## config.mk

```make
export PLATFORM = sky130hd
export DESIGN_NAME = cls_lock_startup_regs
export DESIGN_NICKNAME = d
export VERILOG_FILES = /design/src/cls_pkg.sv /design/src/cls_seq_if.sv /design/src/cls_lock_startup_regs.sv /design/src/cls_startup_seq.sv
export SDC_FILE = /design/constraint.sdc
export NUM_CORES = 1
export LEC_CHECK = 0
export BUFFER_PORTS_ARGS = -buffer_cell sky130_fd_sc_hd__buf_2
export CORE_MARGIN = 4
export CORE_UTILIZATION = 45
export CTS_BUF_LIST = sky130_fd_sc_hd__clkbuf_16
export DETAILED_ROUTE_END_ITERATION = 6
export PLACE_DENSITY = 0.7
export SETUP_SLACK_MARGIN = 0.02
export SYNTH_ARGS = -nofsm -noshare
export SYNTH_HDL_FRONTEND = slang
export SYNTH_HIERARCHICAL = 1
export SYNTH_SLANG_ARGS = --single-unit
```

## constraint.sdc

```tcl
create_clock -name core_clk -period 5.4 [get_ports core_clk]
set_clock_uncertainty 0.05 [all_clocks]
set_input_delay 0.81 -clock core_clk [delete_from_list [all_inputs] [get_ports core_clk]]
set_output_delay 0.81 -clock core_clk [all_outputs]
set_load 0.01 [all_outputs]
```

## src/cls_pkg.sv

```systemverilog
// constants and types shared by the lock and start-up register bank
package cls_pkg;

  // ----------------------------------------------------------------
  // register map
  // ----------------------------------------------------------------
  localparam logic [7:0] CLS_ANALOG_INIT_OFS = 8'h07;
  localparam logic [7:0] CLS_EVENT_CHANNEL_LOCK_OFS = 8'h08;
  localparam logic [7:0] CLS_WAVEFORM_EXT_LOCK_OFS = 8'h09;
  localparam logic [7:0] CLS_REG_RESET = 8'h00;

  // ----------------------------------------------------------------
  // field positions
  // ----------------------------------------------------------------
  localparam int CLS_SEL_A_LSB = 0;
  localparam int CLS_SEL_B_LSB = 2;
  localparam int CLS_SEL_W = 2;
  localparam int CLS_EVT_LOWER_BIT = 0;
  localparam int CLS_EVT_UPPER_BIT = 4;
  localparam int CLS_WEXT_C_BIT = 0;
  localparam int CLS_WEXT_E_BIT = 2;
  localparam int CLS_CHANNELS = 8;
  localparam int CLS_CHANNELS_PER_LOCK = 4;
  localparam int CLS_STAGES = 3;

  // ----------------------------------------------------------------
  // start-up delay selector codes and spacings in peripheral clocks
  // ----------------------------------------------------------------
  localparam logic [1:0] CLS_DLY_NONE = 2'h0;
  localparam logic [1:0] CLS_DLY_2CLK = 2'h1;
  localparam logic [1:0] CLS_DLY_8CLK = 2'h2;
  localparam logic [1:0] CLS_DLY_32CLK = 2'h3;
  localparam int CLS_CNT_W = 6;
  localparam logic [CLS_CNT_W-1:0] CLS_SPACE_2 = 6'h02;
  localparam logic [CLS_CNT_W-1:0] CLS_SPACE_8 = 6'h08;
  localparam logic [CLS_CNT_W-1:0] CLS_SPACE_32 = 6'h20;
  localparam logic [CLS_CNT_W-1:0] CLS_CNT_ONE = 6'h01;
  localparam logic [CLS_CNT_W-1:0] CLS_CNT_ZERO = 6'h00;

  typedef enum logic [2:0] {
    CLS_SQ_OFF = 3'b001,
    CLS_SQ_RAMP = 3'b010,
    CLS_SQ_ON = 3'b100
  } cls_seq_state_e;

  // spacing between two successive start-up stages for a selector code
  function automatic logic [CLS_CNT_W-1:0] cls_spacing(input logic [1:0] sel);
    logic [CLS_CNT_W-1:0] s;
    s = CLS_SPACE_2;
    unique case (sel)
      CLS_DLY_2CLK: s = CLS_SPACE_2;
      CLS_DLY_8CLK: s = CLS_SPACE_8;
      CLS_DLY_32CLK: s = CLS_SPACE_32;
      CLS_DLY_NONE: s = CLS_CNT_ONE;
    endcase
    return s;
  endfunction : cls_spacing

endpackage : cls_pkg

```

## src/cls_seq_if.sv

```systemverilog
// link between the register bank and one analog start-up sequencer
`timescale 1ns/10ps
interface cls_seq_if;
  logic [1:0] start_sel;
  logic enable;
  logic [2:0] stages;

  modport seq (input start_sel, input enable, output stages);
  modport ctl (output start_sel, output enable, input stages);
endinterface : cls_seq_if

```

## src/cls_lock_startup_regs.sv

```systemverilog
// lock registers and analog start-up delay control for the system-control block
//
// Local design decision: the address-and-strobe port.
`timescale 1ns/10ps
module cls_lock_startup_regs (
  input wire logic core_clk,
  input wire logic nrst,
  input wire logic [7:0] reg_addr,
  input wire logic [7:0] reg_wdata,
  input wire logic reg_wr,
  input wire logic reg_rd,
  output logic [7:0] reg_rdata,
  input wire logic ccp_open,
  input wire logic port_a_analog_enable,
  input wire logic port_b_analog_enable,
  output logic [2:0] port_a_stage_en,
  output logic [2:0] port_b_stage_en,
  input wire logic [7:0] event_channel_wr_req,
  output logic [7:0] event_channel_wr_allow,
  input wire logic waveform_ext_c_wr_req,
  output logic waveform_ext_c_wr_allow,
  input wire logic waveform_ext_e_wr_req,
  output logic waveform_ext_e_wr_allow,
  output logic event_lower_channels_lock,
  output logic event_upper_channels_lock,
  output logic waveform_ext_port_c_lock,
  output logic waveform_ext_port_e_lock
);
  import cls_pkg::*;

  // ----------------------------------------------------------------
  // bus decode
  // ----------------------------------------------------------------
  logic wr_init;
  logic wr_evt;
  logic wr_wext;

  // the selector register is open to any write
  assign wr_init = reg_wr && (reg_addr == CLS_ANALOG_INIT_OFS);
  // unprotected writes to the lock registers are dropped silently
  assign wr_evt = reg_wr && ccp_open && (reg_addr == CLS_EVENT_CHANNEL_LOCK_OFS);
  assign wr_wext = reg_wr && ccp_open && (reg_addr == CLS_WAVEFORM_EXT_LOCK_OFS);

  // ----------------------------------------------------------------
  // analog start-up delay selectors
  // ----------------------------------------------------------------
  logic [1:0] sel_a_ff, nxt_sel_a;
  logic [1:0] sel_b_ff, nxt_sel_b;

  always_comb begin
    nxt_sel_a = sel_a_ff;
    nxt_sel_b = sel_b_ff;
    // a code written mid-ramp only applies at the next start of that port
    if (wr_init) begin
      nxt_sel_a = reg_wdata[CLS_SEL_A_LSB +: CLS_SEL_W];
      nxt_sel_b = reg_wdata[CLS_SEL_B_LSB +: CLS_SEL_W];
    end
  end

  always_ff @(posedge core_clk or negedge nrst) begin
    if (!nrst) begin
      sel_a_ff <= CLS_DLY_NONE;
      sel_b_ff <= CLS_DLY_NONE;
    end else begin
      sel_a_ff <= nxt_sel_a;
      sel_b_ff <= nxt_sel_b;
    end
  end

  // ----------------------------------------------------------------
  // event channel locks
  // ----------------------------------------------------------------
  logic evt_lo_ff, nxt_evt_lo;
  logic evt_hi_ff, nxt_evt_hi;

  // a lock once set holds until reset; a protected write of zero cannot release it
  always_comb begin
    nxt_evt_lo = evt_lo_ff;
    nxt_evt_hi = evt_hi_ff;
    if (wr_evt) begin
      nxt_evt_lo = evt_lo_ff | reg_wdata[CLS_EVT_LOWER_BIT];
      nxt_evt_hi = evt_hi_ff | reg_wdata[CLS_EVT_UPPER_BIT];
    end
  end

  always_ff @(posedge core_clk or negedge nrst) begin
    if (!nrst) begin
      evt_lo_ff <= 1'b0;
      evt_hi_ff <= 1'b0;
    end else begin
      evt_lo_ff <= nxt_evt_lo;
      evt_hi_ff <= nxt_evt_hi;
    end
  end

  // ----------------------------------------------------------------
  // waveform extension locks
  // ----------------------------------------------------------------
  logic wext_c_ff, nxt_wext_c;
  logic wext_e_ff, nxt_wext_e;

  // same sticky behaviour as the event locks
  always_comb begin
    nxt_wext_c = wext_c_ff;
    nxt_wext_e = wext_e_ff;
    if (wr_wext) begin
      nxt_wext_c = wext_c_ff | reg_wdata[CLS_WEXT_C_BIT];
      nxt_wext_e = wext_e_ff | reg_wdata[CLS_WEXT_E_BIT];
    end
  end

  always_ff @(posedge core_clk or negedge nrst) begin
    if (!nrst) begin
      wext_c_ff <= 1'b0;
      wext_e_ff <= 1'b0;
    end else begin
      wext_c_ff <= nxt_wext_c;
      wext_e_ff <= nxt_wext_e;
    end
  end

  // ----------------------------------------------------------------
  // read path
  // ----------------------------------------------------------------
  logic [7:0] rdata_ff, nxt_rdata;

  // reserved and unmapped positions fall out as zero from the cleared default
  always_comb begin
    nxt_rdata = CLS_REG_RESET;
    if (reg_rd) begin
      unique case (reg_addr)
        CLS_ANALOG_INIT_OFS: begin
          nxt_rdata[CLS_SEL_A_LSB +: CLS_SEL_W] = sel_a_ff;
          nxt_rdata[CLS_SEL_B_LSB +: CLS_SEL_W] = sel_b_ff;
        end
        CLS_EVENT_CHANNEL_LOCK_OFS: begin
          nxt_rdata[CLS_EVT_LOWER_BIT] = evt_lo_ff;
          nxt_rdata[CLS_EVT_UPPER_BIT] = evt_hi_ff;
        end
        CLS_WAVEFORM_EXT_LOCK_OFS: begin
          nxt_rdata[CLS_WEXT_C_BIT] = wext_c_ff;
          nxt_rdata[CLS_WEXT_E_BIT] = wext_e_ff;
        end
        default: begin
          nxt_rdata = CLS_REG_RESET;
        end
      endcase
    end
  end

  // data stand one cycle only, so a stale value never looks like a fresh read
  always_ff @(posedge core_clk or negedge nrst) begin
    if (!nrst) begin
      rdata_ff <= CLS_REG_RESET;
    end else begin
      rdata_ff <= nxt_rdata;
    end
  end

  assign reg_rdata = rdata_ff;

  // ----------------------------------------------------------------
  // write gating toward the locked registers
  // ----------------------------------------------------------------
  // gating is combinational so a request in the cycle after the lock sets is already refused
  always_comb begin
    event_channel_wr_allow = event_channel_wr_req;
    for (int i = 0; i < CLS_CHANNELS; i++) begin
      if (i < CLS_CHANNELS_PER_LOCK) begin
        event_channel_wr_allow[i] = event_channel_wr_req[i] && !evt_lo_ff;
      end else begin
        event_channel_wr_allow[i] = event_channel_wr_req[i] && !evt_hi_ff;
      end
    end
  end

  assign waveform_ext_c_wr_allow = waveform_ext_c_wr_req && !wext_c_ff;
  assign waveform_ext_e_wr_allow = waveform_ext_e_wr_req && !wext_e_ff;

  // ----------------------------------------------------------------
  // lock status outputs
  // ----------------------------------------------------------------
  assign event_lower_channels_lock = evt_lo_ff;
  assign event_upper_channels_lock = evt_hi_ff;
  assign waveform_ext_port_c_lock = wext_c_ff;
  assign waveform_ext_port_e_lock = wext_e_ff;

  // ----------------------------------------------------------------
  // analog start-up sequencers, one per port
  // ----------------------------------------------------------------
  cls_seq_if seq_a_if ();
  cls_seq_if seq_b_if ();

  // one sequencer per port so each port ramps on its own enable
  assign seq_a_if.start_sel = sel_a_ff;
  assign seq_a_if.enable = port_a_analog_enable;
  assign seq_b_if.start_sel = sel_b_ff;
  assign seq_b_if.enable = port_b_analog_enable;

  cls_startup_seq u_seq_a (
    .core_clk(core_clk),
    .nrst(nrst),
    .sq(seq_a_if.seq)
  );

  cls_startup_seq u_seq_b (
    .core_clk(core_clk),
    .nrst(nrst),
    .sq(seq_b_if.seq)
  );

  assign port_a_stage_en = seq_a_if.stages;
  assign port_b_stage_en = seq_b_if.stages;

endmodule : cls_lock_startup_regs

```

## src/cls_startup_seq.sv

```systemverilog
// sequential start of reference, bias and ready stages for one analog port
`timescale 1ns/10ps
module cls_startup_seq (
  input wire logic core_clk,
  input wire logic nrst,
  cls_seq_if.seq sq
);
  import cls_pkg::*;

  cls_seq_state_e state_ff, nxt_state;
  logic [CLS_CNT_W-1:0] cnt_ff, nxt_cnt;
  logic [CLS_CNT_W-1:0] space_ff, nxt_space;
  logic [CLS_STAGES-1:0] stages_ff, nxt_stages;

  // ----------------------------------------------------------------
  // next state
  // ----------------------------------------------------------------
  always_comb begin
    nxt_state = state_ff;
    nxt_cnt = cnt_ff;
    nxt_space = space_ff;
    nxt_stages = stages_ff;
    unique case (state_ff)
      CLS_SQ_OFF: begin
        if (sq.enable) begin
          if (sq.start_sel == CLS_DLY_NONE) begin
            nxt_stages = '1;
            nxt_state = CLS_SQ_ON;
          end else begin
            // selector is latched so a change mid-ramp cannot skew spacing
            nxt_space = cls_spacing(sq.start_sel);
            nxt_cnt = cls_spacing(sq.start_sel) - CLS_CNT_ONE;
            nxt_stages = {{(CLS_STAGES-1){1'b0}}, 1'b1};
            nxt_state = CLS_SQ_RAMP;
          end
        end
      end
      CLS_SQ_RAMP: begin
        if (!sq.enable) begin
          nxt_stages = '0;
          nxt_state = CLS_SQ_OFF;
        end else if (cnt_ff == CLS_CNT_ZERO) begin
          nxt_stages = {stages_ff[CLS_STAGES-2:0], 1'b1};
          nxt_cnt = space_ff - CLS_CNT_ONE;
          if (stages_ff[CLS_STAGES-2]) begin
            nxt_state = CLS_SQ_ON;
          end
        end else begin
          nxt_cnt = cnt_ff - CLS_CNT_ONE;
        end
      end
      CLS_SQ_ON: begin
        if (!sq.enable) begin
          nxt_stages = '0;
          nxt_state = CLS_SQ_OFF;
        end
      end
      default: begin
        nxt_stages = '0;
        nxt_state = CLS_SQ_OFF;
      end
    endcase
  end

  // ----------------------------------------------------------------
  // registers
  // ----------------------------------------------------------------
  always_ff @(posedge core_clk or negedge nrst) begin
    if (!nrst) begin
      state_ff <= CLS_SQ_OFF;
      cnt_ff <= CLS_CNT_ZERO;
      space_ff <= CLS_CNT_ONE;
      stages_ff <= '0;
    end else begin
      state_ff <= nxt_state;
      cnt_ff <= nxt_cnt;
      space_ff <= nxt_space;
      stages_ff <= nxt_stages;
    end
  end

  assign sq.stages = stages_ff;

endmodule : cls_startup_seq
```

# After elaboration in Yosys (flattened, before gate mapping)
# Cells that the tools add are included.
# totals
out_inout_bits,28
word_cells,136
input_bits,33
regBits,52
# op_classes
mux,50
addsub,6
bitwise,6
n_reduce_logical,32
n_eq_ne,27
# ops
cell,count
$mux 6,14
$mux 3,22
$pmux 3 s3,4
$pmux 6 s3,2
$sub 6x1->6 const B,6
$pmux 6 s2,2
$eq 8x4->1 const B,2
$ne 2x2->1 const B,8
$reduce_and 4->1,4
$logic_and 1x1->1,14
$logic_not 6->1,2
$ne 3x2->1 const B,4
$reduce_and 3->1,4
$eq 2x2->1 const B,4
$eq 8x3->1 const B,1
$eq 3x1->1 const B,2
$eq 3x2->1 const B,2
$eq 3x3->1 const B,2
$mux 5,1
$eq 2x1->1 const B,2
$logic_not 1->1,4
$logic_not 2->1,2
$or 1x1->1,4
$reduce_bool 2->1,2
other kinds (4),7

# Depth between registers and ports, before layout
# logic_depth
word_depth,9
mapped_depth,8
depth_no_buf,8

# Modules after synthesis
# The synthesis kept the hierarchy.
# by_module_without_submodules
mod,area_per_inst_um2,seq_area_each_um2,cells_per_inst,n_inst
cls_startup_seq at u_seq_b,952.2,402.9,100,1
cls_startup_seq at u_seq_a,943.4,402.9,98,1
cls_lock_startup_regs,636.9,325.3,56,1

# Worst setup path before layout
# Ideal clock, no wire load.
# synth_timing
path_type,input to register
start,input port_b_analog_enable
end,"register u_seq_b.stages_ff[1], in the netlist u_seq_b/sq.stages[1]"
t_arrival_ns,1.787
setup_time_ns,0.125
t_required_ns,5.225
setup_slack_ns,3.438
path_buffers,1
cell_stages,4
path_cell_list,clkbuf_1 -> nand4bb_1 -> o22a_4 -> mux2_4
# synth_between
elab_chain_len,2
word_cells_on_any_way,6
cone_classes,eq/ne (3); mux (2); reduce/logical (1)
# synth_rtl
element,line_no,source
start: declaration,cls_lock_startup_regs.sv:15,"input wire logic port_b_analog_enable,"
$ne 3x2->1 (no source line) (tied with other cells),n/a,
$reduce_and 3->1 (no source line) / $pmux 3 s3 (equally long branches),n/a,
end signal: assignment,cls_startup_seq.sv:78,stages_ff <= nxt_stages;
end: declaration,cls_startup_seq.sv:13,"logic [CLS_STAGES-1:0] stages_ff, nxt_stages;"
# Several ways; a longest one is shown, not always the timed one.
# A chain may end at the register's enable or synchronous reset.

# Worst setup path in the final report
# layout_timing
start,register u_seq_b.cnt_ff[3]
end,register u_seq_b.cnt_ff[4]
# layout_between
elab_chain_len,4
word_cells_on_any_way,5
cone_classes,add/sub (1); mux (3); reduce/logical (1)
# layout_rtl
element,line_no,source
start: declaration,cls_startup_seq.sv:11,"logic [CLS_CNT_W-1:0] cnt_ff, nxt_cnt;"
start signal: assignment,cls_startup_seq.sv:76,cnt_ff <= nxt_cnt;
$sub 6x1->6 / $logic_not 6->1 (equally long branches),"cls_startup_seq.sv:49, cls_startup_seq.sv:42",
$mux 6 *,cls_startup_seq.sv:42,end else if (cnt_ff == CLS_CNT_ZERO) begin
$mux 6 *,cls_startup_seq.sv:39,if (!sq.enable) begin
$pmux 6 s2 *,cls_startup_seq.sv:23,unique case (state_ff)
# Every way passes the cells marked *; elsewhere a longest branch is shown, timed or not. The select of a mux whose other input is x is not followed.

==> impl_metrics.sql <==
INSERT INTO impl_metrics (metric_group, metric, value, unit) VALUES
('floorplan', 'io_pins', '61', ''),
('sta', 'setup_repair_after_global_routing_missed_its_margin', 'false', ''),
('floorplan', 'dieHeight', '83.0', 'microns'),
('logic_synthesis', 'yosys_top_cell_area_share', '40.5', '%'),
('cts', 'cts_repair_resize_count', '0', ''),
('cts', 'worstSkewPairLatency', '0.28', 'ns'),
('logic_synthesis', 'yosys_register_bits', '45', ''),
('floorplan', 'rows', '27', ''),
('status', 'run_status', 'completed', ''),
('sta', 'maxSlewViolCount', '0', ''),
('pwr', 'p_total', '1280', 'uW'),
('sta', 'layout_min_cycle_time', '2.16', 'ns'),
('sta', 'tns', '0', 'ns'),
('sta', 'layout_worst_path_cycle_share', '39.9', '%'),
('pwr', 'switching_share', '33.8', '%'),
('logic_synthesis', 'synth.area.top_cells', 'dfrtp_1 41%, dfstp_2 4.2%, nor2b_1 4.0%, nand2_1 3.3%, o21ai_0 2.8%', ''),
('sta', 'tightest_slew', '0.987', 'ns'),
('cts', 'clock_tree.root_cell', 'clkbuf_16', ''),
('logic_synthesis', 'syn_avg_cell_area', '9.97', 'sq um'),
('cts', 'holdBufCountCts', '0', ''),
('grt', 'groute.usage.overall', '16.8', '%'),
('grt', 'grt_antenna_before_repair', '0', ''),
('detailed_routing', 'detail_route.wl_per_cell', '14.9', 'microns'),
('sta', 'finalHoldWorstSlack', '0.442', 'ns'),
('cts', 'cts_setup_buffers', '0', ''),
('logic_synthesis', 'synth_top_flop_cell', 'dfrtp_1', ''),
('detailed_routing', 'drt_iter0_drc', '157', ''),
('detailed_routing', 'firstDrtPassIters', '4', ''),
('grt', 'groute.layer.met2.usage', '25.7', '%'),
('finish', 'layout-drive-gt1-share', '27.0', '%'),
('finish', 'nets', '341', ''),
('setup_path', 'worstPathArrival', '2.31', 'ns'),
('cts', 'cts.path.max_buffers', '2', ''),
('logic_synthesis', 'async_flop_share', '100', '%'),
('sta', 'fmax', '464', 'MHz'),
('placed_design', 'post-dp-hpwl', '4.11', 'mm'),
('logic_synthesis', 'synth_top_area_cell', 'dfrtp_1', ''),
('pwr', 'power_report.internal_total', '846', 'uW'),
('cts', 'tritoncts.num_buffers', '5', ''),
('finish', 'antenna_cells_inserted', '0', ''),
('grt', 'grt_overflow_total', '0', ''),
('logic_synthesis', 'synth_cell_type_count', '63', ''),
('pwr', 'power.clock.fraction', '26.2', '%'),
('cts', 'cts_tree', 'built', ''),
('pwr', 'combPwrFrac', '30.8', '%'),
('flow_run', 'max-cap-violations', '0', ''),
('pwr', 'power.leakage', '0.00142', 'uW'),
('placed_design', 'dpl_worst_slack', '3.10', 'ns'),
('sta', 'report.final.hold_viol_count', '0', ''),
('logic_synthesis', 'synth-edff-count', '0', ''),
('sta', 'max-slew-margin-rel', '34.2', '%'),
('grt', 'grt_pass1_wl', '9.69', 'mm'),
('logic_synthesis', 'synth.cell_area', '2530', 'sq um'),
('logic_synthesis', 'netlist_instances', '254', ''),
('pwr', 'power.ir.vdd_worst', '180', 'uV'),
('logic_synthesis', 'synth.yosys.seq_area_share', '44.7', '%'),
('logic_synthesis', 'yosysMostFrequentCell', 'dfrtp_1', ''),
('grt', 'grt_util_met3', '3.77', '%'),
('setup_path', 'startpoint_type', 'register', ''),
('logic_synthesis', 'synth.top_cells.by_count', '41 x dfrtp_1, 22 x nand2_1, 16 x nor2_1, 16 x nor2b_1, 14 x o21ai_0', ''),
('logic_synthesis', 'yosys_warnings', '6', ''),
('detailed_routing', 'num_vias', '2117', ''),
('floorplan', 'die_w', '83.0', 'microns'),
('grt', 'grt_pass1_vias', '2100', ''),
('sta', 'setup_violations', '0', ''),
('detailed_routing', 'number_of_vias_per_cell', '5.59', ''),
('min_path', 'min_path_type', 'register to register', ''),
('pwr', 'power.net_switching', '432', 'uW'),
('setup_path', 'worst-path-max-fanout', '5', ''),
('detailed_routing', 'wirelength', '5.63', 'mm'),
('placed_design', 'place.gp.congestion', '0.853', '');
## metrics by stage
stage | utilization [%] | instances | area [sq um]
3_3_place_gp | 51.9 | 371 | 2840
4_1_cts | 54.8 | 379 | 3000
2_1_floorplan | - | 256 | 2540
5_1_grt | 54.8 | 379 | 3000
6_report | 54.8 | 379 | 3000
3_5_place_dp | 51.9 | 371 | 2840
## cells in the final DEF, fill, tap and decap left out, types with 4 or more instances in the layout
cell       instances
nor3_1             6
nand3_1            9
o21ai_0           14
dfrtp_1           41
nand2b_1           5
dfstp_2            4
nor2_1            16
buf_2             54
clkbuf_16          5
inv_1             10
a21oi_1           13
nand2_1           22
o31ai_1            8
mux2_2             4
nor2b_1           16
## final cells by class
type / instances / area (sq um)
Multi-Input combinational cell: 191 / 1310
Clock buffer: 5 / 125
Tap cell: 72 / 90.1
Fill cell: 500 / 2470
Sequential cell: 45 / 1130
Inverter: 9 / 33.8
Clock inverter: 3 / 37.5
Timing Repair Buffer: 54 / 270
## metal layers
layer  vias to the layer above  part of all wire, %
met5                         -                    0
met2                        74                   45
met3                        10                  5.8
met1                      1005                   47
met4                         0                  1.8
li1                       1028                    -
## worst max-delay path, cell delays in order, from the launching register on
cell     delay (ns)
dfrtp_1        0.43
or3_4          0.44
nor4_4         0.30
a21oi_1        0.16
ha_1           0.21
nor2b_1        0.16
a21oi_1        0.15
o31ai_1        0.08
o21ai_1        0.10
## cell families (layout without fill, tap and decap cells)
logic type | count (synthesis) | count (layout) | share of synthesized area, %
AO/OA/AOI/OAI | 66 | 66 | 18.3
flip-flops | 45 | 45 | 44.7
AND/OR/NAND/NOR | 107 | 107 | 26.5
buffers and inverters | 20 | 71 | 3.80
other | 1 | 3 | 0.148
XOR/XNOR | 4 | 4 | 1.38
multiplexers | 9 | 9 | 4.25
adder cells (fa/ha/maj) | 2 | 2 | 0.988
## sequential cells by signal, indices dropped and copies added (netlist names)
name,count
u_seq_b/cnt_ff,6
event_lower_channels_lock,1
u_seq_a/space_ff,4
sel_a_ff,2
waveform_ext_port_e_lock,1
u_seq_a/sq.stages,3
event_upper_channels_lock,1
u_seq_a/cnt_ff,6
u_seq_b/sq.stages,3
u_seq_b/state_ff,3
sel_b_ff,2
waveform_ext_port_c_lock,1
u_seq_b/space_ff,4
reg_rdata,5
u_seq_a/state_ff,3
## power groups by stage
stage	combinational, uW	clock, uW	sequential, uW
2_1_floorplan	313	0	519
3_3_place_gp	382	0	548
3_5_place_dp	392	0	553
4_1_cts	395	344	547
5_1_grt	443	355	563
6_report	394	335	549
## path summary, 6_finish.rpt
path	startpoint	endpoint	slack (ns)	depth (start not counted)
max	u_seq_b/cnt_ff[3]$_DFFE_PN0P_	u_seq_b/cnt_ff[4]$_DFFE_PN0P_	3.24	8
min in group asynchronous	nrst	u_seq_b/cnt_ff[2]$_DFFE_PN0P_	0.64	1
max in group asynchronous	nrst	u_seq_a/state_ff[2]$_DFFE_PN0P_	4.05	1
min reg2reg	u_seq_a/sq.stages[2]$_DFFE_PN0P_	u_seq_a/sq.stages[2]$_DFFE_PN0P_	0.44	1
max reg2reg	u_seq_b/cnt_ff[3]$_DFFE_PN0P_	u_seq_b/cnt_ff[4]$_DFFE_PN0P_	3.24	8
min	u_seq_a/sq.stages[2]$_DFFE_PN0P_	u_seq_a/sq.stages[2]$_DFFE_PN0P_	0.44	1
(Power assumes the default switching activity.)
